--- src/hw/led_pwm_pkg.sv ---
// Function
// - Phase bit zero: low for n+1 slots.
// - Phase bit one: waveform inverted, low 15-n.
// - Setting 0xF, bit zero: static low.
// - Setting 0xF, bit one: static high-impedance.
// - Setting 0x7 gives half duty either phase.
// - Blink phase selects phase-zero or phase-one bit.
// - Eight-port group shares one phase register.
// - Ninth output uses its own register.
// - Master intensity zero stops oscillator, outputs static.
// - Blink disabled: only phase-zero bit applies.
package led_pwm_pkg;
    localparam int INT_W = 4;
    localparam logic [3:0] INT_STATIC = 4'hf;
    localparam logic [3:0] MASTER_OFF = 4'h0;
    localparam logic [3:0] SLOT_LAST = 4'hf;
    localparam int PORT_N = 8;

    // Register offsets for the plain register port.
    localparam logic [3:0] ADDR_CTRL = 4'h0;
    localparam logic [3:0] ADDR_MASTER = 4'h1;
    localparam logic [3:0] ADDR_PHASE0 = 4'h2;
    localparam logic [3:0] ADDR_PHASE1 = 4'h3;
    localparam logic [3:0] ADDR_NINTH = 4'h4;
    localparam logic [3:0] ADDR_INT_BASE = 4'h8;
    localparam logic [3:0] ADDR_STATUS = 4'h5;

    // Reset values.
    localparam logic [7:0] RST_BYTE = 8'h00;
    localparam logic [3:0] RST_NIB = 4'h0;

    // Control register bit positions.
    localparam int CTRL_BLINK_EN = 0;
    localparam int CTRL_BLINK_PH = 1;

    // Ninth output register layout.
    localparam int NINTH_PH0 = 4;
    localparam int NINTH_PH1 = 5;

    // Drive of one open-drain output.
    typedef struct packed {
        logic out;
        logic oe;
    } od_pin_t;
endpackage

--- src/hw/led_blink_pwm_output_stage.sv ---
// The strobed register port and the register offsets were left to the implementer.
`timescale 1ns/10ps
`default_nettype none
module led_blink_pwm_output_stage
    import led_pwm_pkg::*;
#(
    parameter int SLOT_DIV = 4
) (
    // Clock and reset.
    input wire logic clk_i,
    input wire logic rst_b_i,
    // Register port.
    input wire logic [3:0] addr_i,
    input wire logic [7:0] wdata_i,
    input wire logic wr_i,
    input wire logic rd_i,
    output logic [7:0] rdata_o,
    // Open-drain outputs, output enable high while sinking.
    output logic [PORT_N-1:0] port_out_o,
    output logic [PORT_N-1:0] port_oe_o,
    output logic ninth_output_out_o,
    output logic ninth_output_oe_o
);
    // Refuse divider settings that the 16-bit slot divider cannot count.
    generate
        if (SLOT_DIV < 1 || SLOT_DIV > 65535) begin : g_bad_div
            $error("SLOT_DIV out of range");
        end
    endgenerate

    // Row index width of the per-port intensity table.
    localparam int IDX_W = $clog2(PORT_N);

    // Software-visible settings.
    logic [7:0] ctrl;
    logic [3:0] master;
    logic [7:0] phase0;
    logic [7:0] phase1;
    logic [7:0] ninth_reg;
    logic [3:0] intens [PORT_N];
    // Slot timing.
    logic [15:0] div_cnt;
    logic slot_en;
    logic [3:0] slot;
    logic osc_run;
    // Per-output decisions and pin drive.
    logic [PORT_N-1:0] next_low;
    logic next_ninth_low;
    logic [PORT_N-1:0] port_sink;
    logic ninth_sink;
    od_pin_t port_drv [PORT_N];
    od_pin_t ninth_drv;

    // Decides whether an output sinks in the current slot. The top setting
    // bypasses the compare entirely, so it gives a level with no PWM edges,
    // and the inversion then turns that static sink into a static release.
    function automatic logic sink_now(input logic [3:0] n, input logic inv, input logic [3:0] s);
        logic base;
        base = 1'b0;
        if (n == INT_STATIC) begin
            base = 1'b1;
        end else begin
            base = (s <= n);
        end
        return base ^ inv;
    endfunction

    // Chooses the active polarity bit from the blink state.
    function automatic logic pick_phase(input logic p0, input logic p1, input logic en, input logic ph);
        return (en && ph) ? p1 : p0;
    endfunction

    // True when an address falls in the per-port intensity table.
    // Both the write decode and the read mux use it, so they cannot drift apart.
    function automatic logic int_hit(input logic [3:0] a);
        return a >= ADDR_INT_BASE;
    endfunction

    // Table row for an intensity address; only meaningful when int_hit is true.
    // The subtraction is cut to the row width on purpose.
    function automatic logic [IDX_W-1:0] int_index(input logic [3:0] a);
        return IDX_W'(a - ADDR_INT_BASE);
    endfunction

    // Master intensity only gates the oscillator here; there is no coarse
    // duty scaling, so any nonzero master value runs the slots at full rate.
    // A zero value stops the divider and the slot counter together.
    assign osc_run = (master != MASTER_OFF);

    // Register writes. Unmapped addresses fall through the default branch,
    // so a stray write cannot disturb a live setting. A new value takes effect
    // on the pins two edges after the strobe, one for the register and one for
    // the drive flip-flops.
    always_ff @(posedge clk_i) begin
        if (!rst_b_i) begin
            ctrl <= RST_BYTE;
            master <= RST_NIB;
            phase0 <= RST_BYTE;
            phase1 <= RST_BYTE;
            ninth_reg <= RST_BYTE;
        end else if (wr_i) begin
            case (addr_i)
                ADDR_CTRL: ctrl <= wdata_i;
                ADDR_MASTER: master <= wdata_i[3:0];
                ADDR_PHASE0: phase0 <= wdata_i;
                ADDR_PHASE1: phase1 <= wdata_i;
                ADDR_NINTH: ninth_reg <= wdata_i;
                default: ;
            endcase
        end
    end

    // Per-output intensity registers, one per port. Only the low nibble of the
    // write data is kept, since the compare works on four bits.
    genvar gi;
    generate
        for (gi = 0; gi < PORT_N; gi++) begin : g_int
            always_ff @(posedge clk_i) begin
                if (!rst_b_i) begin
                    intens[gi] <= RST_NIB;
                end else if (wr_i && int_hit(addr_i) && int_index(addr_i) == IDX_W'(gi)) begin
                    intens[gi] <= wdata_i[3:0];
                end
            end
        end
    endgenerate

    // Read data one cycle after the strobe; unmapped addresses read zero.
    // The data bus returns to zero in every other cycle, so a late sample by
    // software shows an obvious zero rather than a stale register.
    always_ff @(posedge clk_i) begin
        if (!rst_b_i) begin
            rdata_o <= RST_BYTE;
        end else if (rd_i) begin
            // The intensity table holds four bits a row; the upper nibble reads zero.
            if (int_hit(addr_i)) begin
                rdata_o <= {4'h0, intens[int_index(addr_i)]};
            end else begin
                case (addr_i)
                    ADDR_CTRL: rdata_o <= ctrl;
                    ADDR_MASTER: rdata_o <= {4'h0, master};
                    ADDR_PHASE0: rdata_o <= phase0;
                    ADDR_PHASE1: rdata_o <= phase1;
                    ADDR_NINTH: rdata_o <= ninth_reg;
                    ADDR_STATUS: rdata_o <= {3'h0, osc_run, slot};
                    default: rdata_o <= RST_BYTE;
                endcase
            end
        end else begin
            rdata_o <= RST_BYTE;
        end
    end

    // Slot divider; it clears and halts with the oscillator so the slot counter freezes.
    // Clearing the count while stopped means that a restart always begins
    // with a slot of full length, at the price of the phase that the
    // interrupted slot had reached.
    always_ff @(posedge clk_i) begin
        if (!rst_b_i || !osc_run) begin
            div_cnt <= 16'h0000;
            slot_en <= 1'b0;
        end else if (div_cnt == 16'(SLOT_DIV - 1)) begin
            div_cnt <= 16'h0000;
            slot_en <= 1'b1;
        end else begin
            div_cnt <= div_cnt + 16'h0001;
            slot_en <= 1'b0;
        end
    end

    // Sixteen-slot period counter. The slot only moves while the oscillator
    // runs: a divider pulse still in flight when master intensity drops to
    // zero is dropped, so the slot count stops at the edge the setting lands.
    always_ff @(posedge clk_i) begin
        if (!rst_b_i) begin
            slot <= RST_NIB;
        end else if (slot_en && osc_run) begin
            slot <= (slot == SLOT_LAST) ? RST_NIB : slot + 4'h1;
        end
    end

    // Waveform decisions. With the oscillator stopped the slot count sits still,
    // so every output holds a static level. Setting changes still reach the
    // pins while stopped; they simply no longer pulse.
    always_comb begin
        for (int i = 0; i < PORT_N; i++) begin
            // One shared phase register pair drives the whole group.
            next_low[i] = sink_now(intens[i], pick_phase(phase0[i], phase1[i],
                ctrl[CTRL_BLINK_EN], ctrl[CTRL_BLINK_PH]), slot);
        end
        next_ninth_low = sink_now(ninth_reg[3:0], pick_phase(ninth_reg[NINTH_PH0],
            ninth_reg[NINTH_PH1], ctrl[CTRL_BLINK_EN], ctrl[CTRL_BLINK_PH]), slot);
    end

    // Sink decisions land in flip-flops so the pins never glitch while the
    // slot count and the settings ripple through the compare logic.
    always_ff @(posedge clk_i) begin
        if (!rst_b_i) begin
            port_sink <= '0;
            ninth_sink <= 1'b0;
        end else begin
            port_sink <= next_low;
            ninth_sink <= next_ninth_low;
        end
    end

    // Pack each pin's drive. An open-drain pin can only pull low, so its level
    // is fixed and the enable alone decides whether it sinks or floats.
    generate
        for (gi = 0; gi < PORT_N; gi++) begin : g_pin
            assign port_drv[gi] = '{out: 1'b0, oe: port_sink[gi]};
            assign port_out_o[gi] = port_drv[gi].out;
            assign port_oe_o[gi] = port_drv[gi].oe;
        end
    endgenerate

    // The ninth output has its own register and its own compare, so it is
    // packed on its own and may switch apart from the group.
    assign ninth_drv = '{out: 1'b0, oe: ninth_sink};
    assign ninth_output_out_o = ninth_drv.out;
    assign ninth_output_oe_o = ninth_drv.oe;
endmodule
`default_nettype wire

--- config.mk ---
export PLATFORM = sky130hd
export DESIGN_NAME = led_blink_pwm_output_stage
export DESIGN_NICKNAME = d
export VERILOG_FILES = /design/src/hw/led_pwm_pkg.sv /design/src/hw/led_blink_pwm_output_stage.sv
export SDC_FILE = /design/constraint.sdc
export NUM_CORES = 1
export LEC_CHECK = 0
export BUFFER_PORTS_ARGS = -buffer_cell sky130_fd_sc_hd__buf_2
export CAP_MARGIN = 20
export CORE_ASPECT_RATIO = 1.5
export CORE_MARGIN = 3
export CORE_UTILIZATION = 30
export CTS_CLUSTER_DIAMETER = 120
export DETAILED_ROUTE_END_ITERATION = 8
export PLACE_DENSITY = 0.47
export SLEW_MARGIN = 30
export SYNTH_ARGS = -nofsm -noshare
export SYNTH_HDL_FRONTEND = slang
export SYNTH_SLANG_ARGS = --single-unit
--- constraint.sdc ---
create_clock -name clk_i -period 4.6 [get_ports clk_i]
set_input_delay 0.23 -clock clk_i [delete_from_list [all_inputs] [get_ports clk_i]]
set_output_delay 0.23 -clock clk_i [all_outputs]
set_load 0.02 [all_outputs]
==> results.md <==
* Hold Slack at 159 ps
* Max Fclk at 479 MHz
* TritonCTS Buffers at 9
* Die width at 120 microns
* Worst-path clk slew at 80 ps
* Initial antenna violation count at 0
* I/O pins at 42
* Final ANT Viol Nets at 0
* Max-cap violation count at 0
* Mux contribution to synthesized area at 10.7%
* Gr ovfl total at 0
* Post-Synth XOR/XNOR Area at 2.11%
* Synth Cell Area at 5810 sq um
* CTS H-tree lvls at 3
* Logic pwr share at just over 9%
* Vias/cell at 5.15
* First-pass GRT wire length at 25.8 mm
* Core area at between 15000 and 20000 sq um
* Post-CTS sizing at 0
* Largest net degree at the start of global routing at 47
* Reg area at approximately 2400 sq um
* Clk sinks at 106
* Final non-filler cell total at 888
* CP Launch Type: flop
* Max VDD drop at 0.171 mV
* GRT Total Usage at 15.6%
* Final nets at 685
* Placer Congestion at between 0.8 and 0.9
* Worst Path Arrival at around 2300 ps
* Final hold violation count at 0
* CTS hold repair buffers at 0
* Crit end category: flop
* Die height at 177 microns
* Top Registers: intens x32, div_cnt x16
* Commonest register cell after synthesis: dfxtp_1
* Switching Fraction at around a quarter
* Synthesis-to-finish area growth at 10.2%
* Detail Placement HPWL at 11.8 mm
* Vias in the first global route at between 4000 and 5000
* WL per Instance at 18.0 microns
* Worst Tran Pin Value at ~790 ps
* Leak pwr at 2.55 nW
* Yosys warning count at 0
* Fin crit period at 2090 ps
* Number of distinct library cells after synthesis at 55
* Avg Inst Size Synth at 9.44 sq um
* PortBufs at 32
* Slew Viols, Final at 0
* Number of vias in the routed layout at 4575
* Placed cell count at 872
* Root buffer cell: clkbuf_16
* Rel. slew slack at 46.9%
* Pwr Density at 300 nW/um^2
* Flop pwr share at 52.7%
* Post-synth EDFFs at 32
* Initial core utilization at 31.0%
* Syn Inst Count at approximately 600
* Post-Synth Adder-Cell Area at 8.18%
* Area of the multi-input gates at 3020 sq um
* Worst Path Required at 4840 ps
* Setup Skew at 10.6 ps
* CTS tree: done
* Min-Delay Path Class: input pin to flop
* RSZ-0062 raised after global routing: false
* Final routed DRC violation total at 0
* Largest family of logic cells by synthesized area: simple AND/OR/NAND/NOR gates
* Post-CTS Setup Repair Bufs at 0
* Setup TNS at 0 ps
* Site row count at 61
* Post-Synth Simple-Gate Area at about a fifth
* Most common cell after layout, fill and taps aside: dfxtp_1
* WS Path Type: flop to flop
* Status: finished clean
* Iter 0 DRT Violations at 256
* Total length of routed wires at 16.0 mm
* Sequential share of the synthesized area at 42.0%
* Die area at 21100 sq um
* Synth Area in Compound Gates at about a tenth
* Worst-path maximum fanout at 13
* Tcrit/Tclk final at 45.4%
* Switching pwr at 0.000500 W
* Ys async rst share at 0%
* DR pass1 iterations at 5
* Largest register by flop count: intens
* Max clock buf depth at 2
* Layout cell share with drive strength beyond 1 at a little under an eighth
* Final setup fails at 0
* Fillers at approximately 2000
* Clk_lat worst skew at 350 ps
* Most frequent cells in the layout: dfxtp_1 (74), nor2_1 (54), inv_1 (48)
* P_int at about 0.0014 W
* Max FFs per register at 32
* Synth Register Bits at 106
* Clock power frac at a little under two fifths
* Antenna Cells at 0
synth_stat cells, types with 11 or more instances:
master | n | area share [%]
xnor2_1 | 11 | 1.7
edfxtp_1 | 32 | 17
ha_1 | 38 | 8.2
a21oi_1 | 34 | 2.9
mux2i_1 | 36 | 6.2
inv_1 | 48 | 3.1
nand2_1 | 39 | 2.5
and2_1 | 33 | 3.6
clkbuf_1 | 12 | 0.77
dfxtp_1 | 74 | 25
o21ai_0 | 17 | 1.5
nand3_1 | 39 | 3.4
nor2_1 | 54 | 3.5
buf_4 | 12 | 1.5
nand4_1 | 19 | 2.0
final timing paths:
kind | start | to | slack [ps] | cells after the start
setup / recovery | slot[2]$_SDFFE_PN0P_ | port_oe_o[2]$_SDFF_PN0_ | 2510 | 5
hold / removal | wdata_i[7] | phase1[7]$_SDFFE_PN0P_ | 160 | 3
setup reg to reg | slot[2]$_SDFFE_PN0P_ | port_oe_o[2]$_SDFF_PN0_ | 2510 | 5
hold reg to reg | ctrl[7]$_SDFFE_PN0P_ | ctrl[7]$_SDFFE_PN0P_ | 470 | 2
power groups by stage:
stage	Combinational, W	Clock, W	Sequential (W)
floorplan	0.000120	0	0.00103
global placement	0.000169	0	0.00104
detailed placement	0.000175	0	0.00104
CTS	0.000176	0.000756	0.00101
global route	0.000192	0.000800	0.00102
finish	0.000174	0.000735	0.00101
through the flow:
| step | cell area (sq um) | setup WS [ps] | total power, W | utilization [%] |
|---|---|---|---|---|
| after floorplan | 5840 | 2910 | 0.00115 | - |
| after global placement | 6130 | 2520 | 0.00120 | 32.7 |
| after detailed placement | 6130 | 2470 | 0.00121 | 32.7 |
| after CTS | 6410 | 2470 | 0.00195 | 34.1 |
| after global routing | 6410 | 2340 | 0.00201 | 34.1 |
| final | 6410 | 2510 | 0.00192 | 34.1 |
metal layers:
metal,track usage (%),share of wire (%),up-vias
li1,-,-,2219
met1,18.2,42,2230
met2,28.5,53,105
met3,2.88,3.6,21
met4,5.49,2.1,0
met5,0,0,-
kinds of logic (layout without fill, tap and decap cells):
kind of cell / count (synthesis) / in the layout
XOR/XNOR: 14 / 14
AND/OR/NAND/NOR: 231 / 231
flip-flops: 106 / 106
other: 1 / 9
buffers and inverters: 86 / 98
adder cells (fa/ha/maj): 38 / 38
multiplexers: 50 / 50
AO/OA/AOI/OAI: 90 / 90
final cells by class:
| class | instances | area share, % |
|---|---|---|
| Sequential cell | 106 | 38.1 |
| Clock buffer | 9 | 3.51 |
| Inverter | 48 | 2.81 |
| Clock inverter | 7 | 0.800 |
| Multi-Input combinational cell | 432 | 47.1 |
| Tap cell | 252 | 4.92 |
| Timing Repair Buffer | 34 | 2.73 |
worst max-delay path: stages (launching register included):
cell and delay (ps):
dfxtp_1 820, ha_1 370, a21oi_1 130, o22ai_1 90, o221ai_1 210, mux2_2 360
Power figures use the tool's default switching activity.
